### src/include/ftb_pkg.sv
package ftb_pkg;
    // Register byte addresses on the core register port.
    localparam logic [7:0] ADDR_T0_CTRL  = 8'h05;
    localparam logic [7:0] ADDR_T0_LOW   = 8'h0B;
    localparam logic [7:0] ADDR_T0_HIGH  = 8'h0C;
    localparam logic [7:0] ADDR_MODE     = 8'h10;
    localparam logic [7:0] ADDR_CNT1     = 8'h11;
    localparam logic [7:0] ADDR_CNT2     = 8'h12;
    localparam logic [7:0] ADDR_PER1     = 8'h13;
    localparam logic [7:0] ADDR_PER2     = 8'h14;
    localparam logic [7:0] ADDR_CNT3_LOW = 8'h15;
    localparam logic [7:0] ADDR_CNT3_HI  = 8'h16;
    localparam logic [7:0] ADDR_PER3_LOW = 8'h17;
    localparam logic [7:0] ADDR_PER3_HI  = 8'h18;
    localparam logic [7:0] ADDR_FLAGS    = 8'h19;
    localparam logic [7:0] ADDR_ENABLE   = 8'h1A;

    // Field positions of timer0_control.
    localparam int CTRL_IRQ_EDGE = 7;
    localparam int CTRL_EDGE_SEL = 6;
    localparam int CTRL_SRC_SEL  = 5;
    localparam int CTRL_PS_TOP   = 4;
    localparam int CTRL_PS_LOW   = 1;

    // Field positions of timer_mode.
    localparam int MODE_T1_EXT = 0;
    localparam int MODE_T2_EXT = 1;
    localparam int MODE_T16    = 2;
    localparam int MODE_T3_EXT = 3;
    localparam int MODE_T3_CAP = 4;
    localparam int MODE_T1_ON  = 5;
    localparam int MODE_T2_ON  = 6;
    localparam int MODE_T3_ON  = 7;

    // Event flag and enable positions.
    localparam int FLAG_T0_OVF  = 0;
    localparam int FLAG_EXT_CLK = 1;
    localparam int FLAG_EXT_IRQ = 2;
    localparam int FLAG_T1_WRAP = 3;
    localparam int FLAG_T2_WRAP = 4;
    localparam int FLAG_T3_WRAP = 5;
    localparam int NUM_FLAGS    = 6;

    // Pin positions inside the synchroniser vectors.
    localparam int PIN_T0  = 0;
    localparam int PIN_IRQ = 1;
    localparam int PIN_SH  = 2;
    localparam int PIN_T3  = 3;
    localparam int PIN_CAP = 4;
    localparam int NUM_PINS = 5;

    // Reset values and constants.
    localparam logic [7:0]  RST_BYTE  = 8'h00;
    localparam logic [15:0] RST_WORD  = 16'h0000;
    localparam logic [7:0]  BYTE_ONES = 8'hFF;
    localparam logic [15:0] WORD_ONES = 16'hFFFF;

    // Complete state of the time-base block.
    typedef struct packed {
        logic [NUM_PINS-1:0]  s1;
        logic [NUM_PINS-1:0]  s2;
        logic [NUM_PINS-1:0]  s3;
        logic [7:0]           ctrl;
        logic [7:0]           pre0;
        logic [15:0]          cnt0;
        logic                 inh_lo;
        logic                 inh_hi;
        logic [7:0]           mode;
        logic [7:0]           cnt1;
        logic [7:0]           cnt2;
        logic [7:0]           per1;
        logic [7:0]           per2;
        logic [15:0]          cnt3;
        logic [15:0]          per3;
        logic [NUM_FLAGS-1:0] flags;
        logic [NUM_FLAGS-1:0] en;
        logic [7:0]           rdata;
    } ftb_state_t;
endpackage

### src/rtl/ftb_top.sv
// Behaviour
// - Timer0 count is 16 bits, high and low bytes each software accessible.
// - An 8-bit prescaler ahead of Timer0 gives 24 effective count bits.
// - Source select 1 picks instruction clock, 0 picks the external pin.
// - Internal Timer0 source is the instruction clock, oscillator over four.
// - Edge select 1 counts rising, 0 falling; counted edges set edge flag.
// - Prescale select in control bits 4 to 1 chooses 1:1 through 1:256.
// - External input is synchronised to the internal clock, then prescaled.
// - Control bit 7 picks external interrupt pin edge: 1 rising, 0 falling.
// - Each timer raises an interrupt request only when its enable is set.
// - Timer1 counts to its period value, then wraps to zero setting its flag.
// - Timer2 counts to its period value, then wraps to zero setting its flag.
// - In counter mode Timers 1 and 2 count the shared external clock pin.
// - Chained mode: Timer1 low, Timer2 high, 16-bit period, only Timer1 flag.
// - Timer3 is 16 bits with a 16-bit period; wrapping sets its flag.
// - In counter mode Timer3 counts its own external clock pin.
// - In capture mode Timer3 period pair becomes the second capture register.
// - Timer0 counts 0000h to FFFFh, wraps, and sets its overflow flag.
// - A write to a Timer0 byte clears the prescaler and holds that half.
// - The prescaler carry increments Timer0 in the same cycle, without edge sampling.
module ftb_top (
    input  wire logic        sys_clk_in,
    input  wire logic        srst_in,
    input  wire logic [7:0]  reg_addr_in,
    input  wire logic [7:0]  reg_wdata_in,
    input  wire logic        reg_wr_in,
    input  wire logic        reg_rd_in,
    output logic [7:0]       reg_rdata_out,
    input  wire logic        counter_zero_ext_clk_pin_in,
    input  wire logic        ext_irq_pin_in,
    input  wire logic        shared_count_clk_pin_in,
    input  wire logic        third_count_clk_pin_in,
    input  wire logic        capture_two_pin_in,
    output logic [ftb_pkg::NUM_FLAGS-1:0] irq_req_out
);
    import ftb_pkg::*;

    ftb_state_t           st;
    ftb_state_t           nx;
    logic [NUM_PINS-1:0]  rise;
    logic [NUM_PINS-1:0]  fall;
    logic [NUM_FLAGS-1:0] fset;
    logic [NUM_FLAGS-1:0] fclr;
    logic [3:0]           ps;
    logic [7:0]           mask0;
    logic                 ev0;
    logic                 tick0;
    logic                 inc_lo;
    logic                 inc_hi;
    logic                 ev1;
    logic                 ev2;
    logic                 ev3;
    logic                 wr;

    // Edge detection looks only at the second and third synchroniser stages.
    assign rise = st.s2 & ~st.s3;
    assign fall = ~st.s2 & st.s3;
    assign wr   = reg_wr_in;
    assign ps   = st.ctrl[CTRL_PS_TOP:CTRL_PS_LOW];

    assign irq_req_out   = st.flags & st.en;
    assign reg_rdata_out = st.rdata;

    // Next-state logic for the whole block.
    always_comb begin
        nx    = st;
        fset  = '0;
        fclr  = '0;
        // Pins pass two flip-flops; the third stage only remembers the last level.
        nx.s1 = {capture_two_pin_in, third_count_clk_pin_in, shared_count_clk_pin_in,
                 ext_irq_pin_in, counter_zero_ext_clk_pin_in};
        nx.s2 = st.s1;
        nx.s3 = st.s2;
        nx.inh_lo = 1'b0;
        nx.inh_hi = 1'b0;
        nx.rdata  = RST_BYTE;

        if (st.ctrl[CTRL_SRC_SEL]) begin
            ev0 = 1'b1;
        end else begin
            ev0 = st.ctrl[CTRL_EDGE_SEL] ? rise[PIN_T0] : fall[PIN_T0];
        end
        if (!st.ctrl[CTRL_SRC_SEL] && ev0) begin
            fset[FLAG_EXT_CLK] = 1'b1;
        end

        mask0 = ps[3] ? BYTE_ONES : ~(BYTE_ONES << ps[2:0]);
        tick0 = ev0 && ((st.pre0 & mask0) == mask0);
        if (ev0) begin
            nx.pre0 = st.pre0 + 8'h01;
        end

        // Timer0 carry chain, each half held in the cycle after its write.
        inc_lo = tick0 && !st.inh_lo;
        inc_hi = inc_lo && (st.cnt0[7:0] == BYTE_ONES) && !st.inh_hi;
        if (inc_lo) begin
            nx.cnt0[7:0] = st.cnt0[7:0] + 8'h01;
        end
        if (inc_hi) begin
            nx.cnt0[15:8] = st.cnt0[15:8] + 8'h01;
            if (st.cnt0[15:8] == BYTE_ONES) begin
                fset[FLAG_T0_OVF] = 1'b1;
            end
        end

        if (st.ctrl[CTRL_IRQ_EDGE] ? rise[PIN_IRQ] : fall[PIN_IRQ]) begin
            fset[FLAG_EXT_IRQ] = 1'b1;
        end

        ev1 = st.mode[MODE_T1_ON] && (st.mode[MODE_T1_EXT] ? fall[PIN_SH] : 1'b1);
        ev2 = st.mode[MODE_T2_ON] && (st.mode[MODE_T2_EXT] ? fall[PIN_SH] : 1'b1);
        if (st.mode[MODE_T16]) begin
            if (ev1) begin
                if ({st.cnt2, st.cnt1} == {st.per2, st.per1}) begin
                    nx.cnt1 = RST_BYTE;
                    nx.cnt2 = RST_BYTE;
                    fset[FLAG_T1_WRAP] = 1'b1;
                end else begin
                    {nx.cnt2, nx.cnt1} = {st.cnt2, st.cnt1} + 16'h0001;
                end
            end
        end else begin
            if (ev1) begin
                if (st.cnt1 == st.per1) begin
                    nx.cnt1 = RST_BYTE;
                    fset[FLAG_T1_WRAP] = 1'b1;
                end else begin
                    nx.cnt1 = st.cnt1 + 8'h01;
                end
            end
            if (ev2) begin
                if (st.cnt2 == st.per2) begin
                    nx.cnt2 = RST_BYTE;
                    fset[FLAG_T2_WRAP] = 1'b1;
                end else begin
                    nx.cnt2 = st.cnt2 + 8'h01;
                end
            end
        end

        ev3 = st.mode[MODE_T3_ON] && (st.mode[MODE_T3_EXT] ? fall[PIN_T3] : 1'b1);
        if (ev3) begin
            if ((!st.mode[MODE_T3_CAP] && st.cnt3 == st.per3) || st.cnt3 == WORD_ONES) begin
                nx.cnt3 = RST_WORD;
                fset[FLAG_T3_WRAP] = 1'b1;
            end else begin
                nx.cnt3 = st.cnt3 + 16'h0001;
            end
        end
        if (st.mode[MODE_T3_CAP] && rise[PIN_CAP]) begin
            nx.per3 = st.cnt3;
        end

        // Software writes take precedence over counting in the same cycle.
        if (wr) begin
            unique case (reg_addr_in)
                ADDR_T0_CTRL:  nx.ctrl = {reg_wdata_in[7:1], 1'b0};
                ADDR_T0_LOW: begin
                    nx.cnt0[7:0] = reg_wdata_in;
                    nx.pre0      = RST_BYTE;
                    nx.inh_lo    = 1'b1;
                end
                ADDR_T0_HIGH: begin
                    nx.cnt0[15:8] = reg_wdata_in;
                    nx.pre0       = RST_BYTE;
                    nx.inh_hi     = 1'b1;
                end
                ADDR_MODE:     nx.mode = reg_wdata_in;
                ADDR_CNT1:     nx.cnt1 = reg_wdata_in;
                ADDR_CNT2:     nx.cnt2 = reg_wdata_in;
                ADDR_PER1:     nx.per1 = reg_wdata_in;
                ADDR_PER2:     nx.per2 = reg_wdata_in;
                ADDR_CNT3_LOW: nx.cnt3[7:0] = reg_wdata_in;
                ADDR_CNT3_HI:  nx.cnt3[15:8] = reg_wdata_in;
                ADDR_PER3_LOW: nx.per3[7:0] = reg_wdata_in;
                ADDR_PER3_HI:  nx.per3[15:8] = reg_wdata_in;
                ADDR_FLAGS:    fclr = reg_wdata_in[NUM_FLAGS-1:0];
                ADDR_ENABLE:   nx.en = reg_wdata_in[NUM_FLAGS-1:0];
                default: ;
            endcase
        end
        // Write-one-to-clear; a flag set in the same cycle survives the clear.
        nx.flags = (st.flags & ~fclr) | fset;

        // Read data stand in the cycle after the strobe only.
        if (reg_rd_in) begin
            unique case (reg_addr_in)
                ADDR_T0_CTRL:  nx.rdata = st.ctrl;
                ADDR_T0_LOW:   nx.rdata = st.cnt0[7:0];
                ADDR_T0_HIGH:  nx.rdata = st.cnt0[15:8];
                ADDR_MODE:     nx.rdata = st.mode;
                ADDR_CNT1:     nx.rdata = st.cnt1;
                ADDR_CNT2:     nx.rdata = st.cnt2;
                ADDR_PER1:     nx.rdata = st.per1;
                ADDR_PER2:     nx.rdata = st.per2;
                ADDR_CNT3_LOW: nx.rdata = st.cnt3[7:0];
                ADDR_CNT3_HI:  nx.rdata = st.cnt3[15:8];
                ADDR_PER3_LOW: nx.rdata = st.per3[7:0];
                ADDR_PER3_HI:  nx.rdata = st.per3[15:8];
                ADDR_FLAGS:    nx.rdata = {2'b00, st.flags};
                ADDR_ENABLE:   nx.rdata = {2'b00, st.en};
                default:       nx.rdata = RST_BYTE;
            endcase
        end
    end

    // State register with synchronous reset.
    always_ff @(posedge sys_clk_in) begin
        if (srst_in) begin
            st <= '0;
        end else begin
            st <= nx;
        end
    end
endmodule

### config.mk
export PLATFORM = sky130hd
export DESIGN_NAME = ftb_top
export DESIGN_NICKNAME = d
export VERILOG_FILES = /design/src/include/ftb_pkg.sv /design/src/rtl/ftb_top.sv
export SDC_FILE = /design/constraint.sdc
export NUM_CORES = 1
export LEC_CHECK = 0
export ABC_AREA = 1
export BUFFER_PORTS_ARGS = -buffer_cell sky130_fd_sc_hd__buf_4
export CAP_MARGIN = 20
export CORE_MARGIN = 3
export CORE_UTILIZATION = 45
export CTS_CLUSTER_DIAMETER = 50
export CTS_CLUSTER_SIZE = 16
export DETAILED_ROUTE_END_ITERATION = 7
export GPL_ROUTABILITY_DRIVEN = 0
export SLEW_MARGIN = 20
export SYNTH_ARGS = -nofsm -noshare
export SYNTH_HDL_FRONTEND = slang
export SYNTH_SLANG_ARGS = --single-unit
### constraint.sdc
create_clock -name sys_clk_in -period 1.4 [get_ports sys_clk_in]
set_input_delay 0.07 -clock sys_clk_in [delete_from_list [all_inputs] [get_ports sys_clk_in]]
set_output_delay 0.07 -clock sys_clk_in [all_outputs]
set_load 0.005 [all_outputs]
# --- Word level (Yosys, flattened, before mapping) ---
# Cells that the tools add are included.
op_classes:
  add_sub_neg: 7
  multipliers: 0
  div: 0
  order_cmp: 0
  n_eq_ne: 22
  n_shift: 1
  muxes: 51
  n_bitwise: 12
  n_reduce_logical: 23
op_table:
  columns: ["operator", "count"]
  rows:
  - ["$mux 8", 19]
  - ["$pmux 8 s14", 1]
  - ["$mux 98", 1]
  - ["$mux 16", 6]
  - ["$eq 8x5->1 const B", 11]
  - ["$add 8x1->8 const B", 5]
  - ["$add 16x1->16 const B", 2]
  - ["$eq 16x16->1", 2]
  - ["$eq 8x8->1", 3]
  - ["$mux 1", 21]
  - ["$eq 16x16->1 const B", 1]
  - ["$eq 8x4->1 const B", 2]
  - ["$eq 8x8->1 const B", 2]
  - ["$and 6x6->6", 2]
  - ["$mux 6", 2]
  - ["$logic_and 1x1->1", 10]
  - ["$reduce_and 2->1", 5]
  - ["$mux 9", 1]
  - ["$and 8x8->8", 1]
  - ["$eq 8x3->1 const B", 1]
  - ["$not 8->8", 1]
  - ["$shl 8x3->8 const A", 1]
  - ["$not 6->6", 1]
  - ["$or 6x6->6", 1]
  - ["8 further kinds", 14]
totals:
  register_bits: 140
  latch_bits: 0
  ram_bits: 0
  mem_bits_ro: 0
  input_bits: 25
  output_inout_bits: 14
  wordCells: 134
  n_memories: 0

# --- Depth between registers and ports, before layout ---
logic_depth:
  ltp_word: 12
  depth_mapped: 13
  mapped_depth_nobuf: 13

# --- Worst setup path after synthesis ---
# Ideal clock, no wire load.
synth_timing:
  path_kind: "register to register"
  start: "register st[94] (netlist bit)"
  end: "register st[105] (netlist bit)"
  setup_ps: 113
  arrival_time_ps: 1403
  t_required_ps: 1287
  path_slack_ps: -116
  path_stages_with_launch: 9
  n_path_buf: 0
  synth_period_minus_slack_ps: 1516
  path_cell_list: "dfxtp_1 ha_1 nand2_1 nor3_1 inv_1 nor2_4 nand3_1 nand3_1 nand2_1"
synth_between:
  elab_chain_len: 6
synth_lines:
  columns: ["item", "line_no", "text"]
  rows:
  - ["start: declaration", "ftb_top.sv:38", "ftb_state_t st;"]
  - ["start signal: assignment", "ftb_top.sv:212", "st <= nx;"]
  - ["$eq 8x8->1 *", "ftb_top.sv:95", "inc_hi = inc_lo && (st.cnt0[7:0] == BYTE_ONES) && !st.inh_hi;"]
  - ["$logic_and 1x1->1 * (2 in series)", "ftb_top.sv:95", null]
  - ["$mux 8 *", "ftb_top.sv:99", "if (inc_hi) begin"]
  - ["$mux 8", "ftb_top.sv:156", "unique case (reg_addr_in)"]
  - ["$mux 98 *", "ftb_top.sv:155", "if (wr) begin"]
# Mark *: on every way between the ends. The rest lies on a longest branch, timed or not.
# A chain may end at the register's enable or synchronous reset.

# --- Final worst setup path ---
layout_timing:
  start: "register st[36] (netlist bit)"
  end: "register st[39] (netlist bit)"
layout_between:
  elab_chain_len: 7
  word_cells_on_any_way: 9
  classes_between: "add/sub: 1; eq/ne: 2; mux: 4; reduce/logical: 2"
layout_lines:
  columns: ["item", "line_no", "text"]
  rows:
  - ["parallel branches: the longest is 3 deep, another holds $add 16x1->16", null, null]
  - ["$mux 16 *", "ftb_top.sv:143", "if ((!st.mode[MODE_T3_CAP] && st.cnt3 == st.per3) || st.cnt3 == WORD_ONES) begin"]
  - ["$mux 16 *", "ftb_top.sv:142", "if (ev3) begin"]
  - ["$mux 8", "ftb_top.sv:156", null]
  - ["$mux 98 *", "ftb_top.sv:155", null]
# Mark *: on every way between the ends.

==> results.md <==
- The type of the tightest min-delay check is in -> reg.
- The sort of element at the end of the critical path is a flip-flop.
- The required time of the worst setup path is 1.71 ns.
- The full die area is 20100 um2.
- The H-tree depth is 4.
- Combinational logic is responsible for 6.3% of the overall power.
- 0 antenna diodes ended up in the layout.
- The actual slew at the worst max-slew pin is 0.706 ns.
- TritonCTS built the clock tree.
- The reg-to-reg startpoint is st[36].
- The library cell used most frequently in the layout, excluding fill and tap cells, is sky130_fd_sc_hd__nand2_1.
- Setup violations remaining at the end of the flow were counted as 52.
- In the final design database the tool counted 1564 nets.
- The routed layout has 9418 vias.
- The DRC violations left is 0.
- The via count of the first global-routing pass came to 8645.
- The maximum vdd drop is 0.871 mV.
- The portion of total power attributed to the clock network is 51.6%.
- The minimum period implied by the final worst setup slack is 1.53 ns.
- Once detail routing completed, the nets flagged for antenna violations numbered 0.
- The initial core utilization is 46.0%.
- The fraction of synthesized cell area taken by the top area cell type is 33.8%.
- For this design the top-level I/O count stands at 39.
- The vertical extent of the die is 142 um.
- The cell taking the most area after synthesis is sky130_fd_sc_hd__dfxtp_1.
- The maximum buffer depth of the clock tree is 2.
- For the worst flop-to-flop path, the logic depth is 11.
- Yosys mapped a number of flops with a built-in enable equal to 0.
- The tree is rooted in a sky130_fd_sc_hd__clkbuf_16.
- The cell count after synthesis is 1306.
- Across every metal layer, demand over resource in global routing totals 29.4%.
- The fmax is 653 MHz.
- At the placement stage, the worst setup path has a slack of -0.338 ns.
- For this run, the register share of the synthesized area comes to 33.8%.
- The final core utilization is 65.2%.
- The initial antenna violation count came to 0.
- Port buffering added 38 buffers.
- The number of cell rows is 49.
- The worst setup path is launched from a flip-flop.
- In this run the most critical hold path is launched from reg_wdata_in[0].
- The worst setup path category is reg -> reg.
- The number of clock sinks seen by CTS is 140.
- The most frequently used flop master after synthesis is sky130_fd_sc_hd__dfxtp_1.
- The number of nets handed over by synthesis was 1337.
- The final hold violation count was 0.
- The headroom to the max-slew limit is 52.6%.
- The largest clock skew in the final design is 0.0101 ns.
- In this run the static leakage power is 5.05 nW.
- The average wire per cell in the routed design is 17.0 um.
- The switching part of the total power is 23.9%.
- In this run the standard cell core region covers 18000 um2.
- The checks that failed: setup timing.
- The number of distinct library cell variants in the gate-level netlist after synthesis is 38.
- The yosys synthesis warning count is 0.
- Relative to the synthesized area, the layout overhead comes to 41.7%.
- The hold slack is 0.00842 ns.
- Each instance of the synthesized netlist takes up on average 6.35 um2.
- The pin count of the biggest net entering global routing is 54.
- For this run the aggregate overflow at the end of global routing stands at 0.
- The number of fill cells is 1627.
- After synthesis, the share of flip-flops with an asynchronous set or reset is 0%.
- By area the synthesized netlist is led by sky130_fd_sc_hd__dfxtp_1 34%, sky130_fd_sc_hd__nand2_1 15%, sky130_fd_sc_hd__inv_1 7.1%, sky130_fd_sc_hd__nand3_1 6.8%, sky130_fd_sc_hd__nor2_1 6.5%.
- The run finished, with violations left.
- The synthesis-stage register bit count is 140.
- The cell-internal power is 7.25 mW.
- Leaving out fill and tap cells, the most frequent cells in the layout are 303 x sky130_fd_sc_hd__nand2_1, 219 x sky130_fd_sc_hd__buf_4, 139 x sky130_fd_sc_hd__inv_1.
- The clock reaches the later pin of the worst-skew pair after 0.43 ns.
- The number of violations of the max-capacitance limit is 0.
- Before antenna repair, the detailed router went through 5 iterations.
- Along the worst hold path, the cell count comes to 3.
- The total clock buffers created by CTS is 17.
- In the post-route analysis, the smallest setup slack over all paths is -0.131 ns.
- The power per cell area is 811 nW/um2.
- The count of pins over their slew limit is 0.
- The net switching power is 2.28 mW.
- Tracing the worst setup path back leads to its startpoint at st[36].
- The share of cells above drive strength 1 is 33.6%.
- The setup slack of the most critical reg-to-reg path is -0.13 ns.
- The maximum fanout encountered on the critical timing path is 8.
- The global-route wire length before repair is 46000 um.
- The detailed router finished its first iteration with 1001 violations.
- For this block, the routed nets add up to 30200 um of wire.
- The mean number of vias per cell is 5.31.
- Summed over all nets, the half-perimeter wirelength after detailed placement is 21700 um.
- Data arrives at the worst endpoint at 1.84 ns.
- The final critical path takes up 109% of the cycle.
- The die is 142 um wide.
- The combined area of all synthesized cells is 8300 um2.
- Per report_power, the sequential group accounts for 42.1% of the total.
- Setup repair after global routing could not meet its margin everywhere.
- After clock tree synthesis, the clock-pin slew on the worst setup and hold paths is 0.06 ns.
-- worst paths after layout --
path / to
worst max register to register: st[39]
worst max-delay path: st[39]
worst min register to register: nx[126]
worst min-delay path: st[36]
-- layout make-up --
| class | count | area [um2] | area share (%) |
|---|---|---|---|
| Clock buffer | 19 | 443 | 3.77 |
| Clock inverter | 13 | 190 | 1.62 |
| Inverter | 181 | 689 | 5.86 |
| Multi-Input combinational cell | 944 | 5240 | 44.6 |
| Sequential cell | 140 | 2890 | 24.5 |
| Tap cell | 229 | 287 | 2.44 |
| Timing Repair Buffer | 249 | 2020 | 17.2 |
-- power by group through the flow --
stage                     Combinational [mW]  Sequential [mW]  Clock, mW
after floorplan                        0.243             4.11          0
after global placement                 0.526             4.11          0
after detailed placement               0.531             4.12          0
after CTS                              0.570             4.02       4.98
after global routing                   0.642             4.01       5.15
final                                  0.604             4.01       4.92
-- through the flow --
stage                     std cells  cell area (um2)  setup TNS, ns  power [mW]
after detailed placement       1716            10100          -8.78        4.65
after global placement         1716            10100          -7.88        4.64
final                          1775            11800          -3.53        9.53
after floorplan                1306             8320              0        4.35
after global routing           1775            11800          -8.70        9.80
after CTS                      1767            11200          -1.38        9.57
-- Yosys cell counts (2+ instances only) --
cell type and n:
sky130_fd_sc_hd__nand4_1 29, sky130_fd_sc_hd__nor2_4 10, sky130_fd_sc_hd__nand2_4 4, sky130_fd_sc_hd__inv_2 25
sky130_fd_sc_hd__nor3_1 12, sky130_fd_sc_hd__inv_1 156, sky130_fd_sc_hd__o21ai_0 100, sky130_fd_sc_hd__nor2_2 6
sky130_fd_sc_hd__o22ai_1 29, sky130_fd_sc_hd__clkbuf_1 20, sky130_fd_sc_hd__dfxtp_1 140, sky130_fd_sc_hd__nand2_2 14
sky130_fd_sc_hd__a31oi_1 8, sky130_fd_sc_hd__o31ai_1 6, sky130_fd_sc_hd__nand2_1 337, sky130_fd_sc_hd__buf_1 3
sky130_fd_sc_hd__nor3_4 2, sky130_fd_sc_hd__buf_4 12, sky130_fd_sc_hd__o21ai_1 10, sky130_fd_sc_hd__nor2_1 143
sky130_fd_sc_hd__buf_2 5, sky130_fd_sc_hd__buf_6 4, sky130_fd_sc_hd__a21boi_0 2, sky130_fd_sc_hd__xnor2_1 9
sky130_fd_sc_hd__a21oi_1 66, sky130_fd_sc_hd__nand3b_1 2, sky130_fd_sc_hd__xor2_1 23, sky130_fd_sc_hd__ha_1 6
sky130_fd_sc_hd__nand3_1 112, sky130_fd_sc_hd__nor3_2 3
-- critical path, cell delays in order (launching register included) --
cell and delay [ns]:
sky130_fd_sc_hd__dfxtp_4 0.37, sky130_fd_sc_hd__buf_6 0.12, sky130_fd_sc_hd__nand2_2 0.05, sky130_fd_sc_hd__nand2_1 0.04, sky130_fd_sc_hd__nor2_1 0.09, sky130_fd_sc_hd__nand2_1 0.06, sky130_fd_sc_hd__nor2_2 0.15, sky130_fd_sc_hd__nand3_2 0.13
sky130_fd_sc_hd__nand2_4 0.15, sky130_fd_sc_hd__nand2_8 0.11, sky130_fd_sc_hd__nand2_4 0.08, sky130_fd_sc_hd__a21oi_2 0.05
-- flip-flops by register name, summed over array words and instances, names as in the netlist --
register       count
ps                 4
st               118
reg_rdata_out      8
nx                10
-- logic make-up after synthesis --
kind of cell	Yosys count	synth area share (%)
AND/OR/NAND/NOR	679	36.4
adder cells (fa/ha/maj)	6	0.905
AO/OA/AOI/OAI	223	14.3
flip-flops	140	33.8
buffers and inverters	225	11.2
XOR/XNOR	32	3.38
multiplexers	1	0.121
-- routing by layer --
layer	GRT usage (%)	up-vias	wire, um
met1	38.8	4306	12900
met3	5.29	82	2120
met5	0	-	0
met4	9.90	0	1190
met2	48.6	362	14000
li1	-	4668	-
-- timing repair --
| item | CTS | global route |
|---|---|---|
| hold endpoints to repair | 19 | 0 |
| gates resized for setup | 108 | 146 |
| buffers inserted | 8 | 7 |
| gates cloned | 2 | 1 |
| hold buffers | 10 | 0 |
| pin swaps | 30 | 82 |
| setup endpoints to repair | 55 | 65 |
Power figures use the tool's default switching activity.
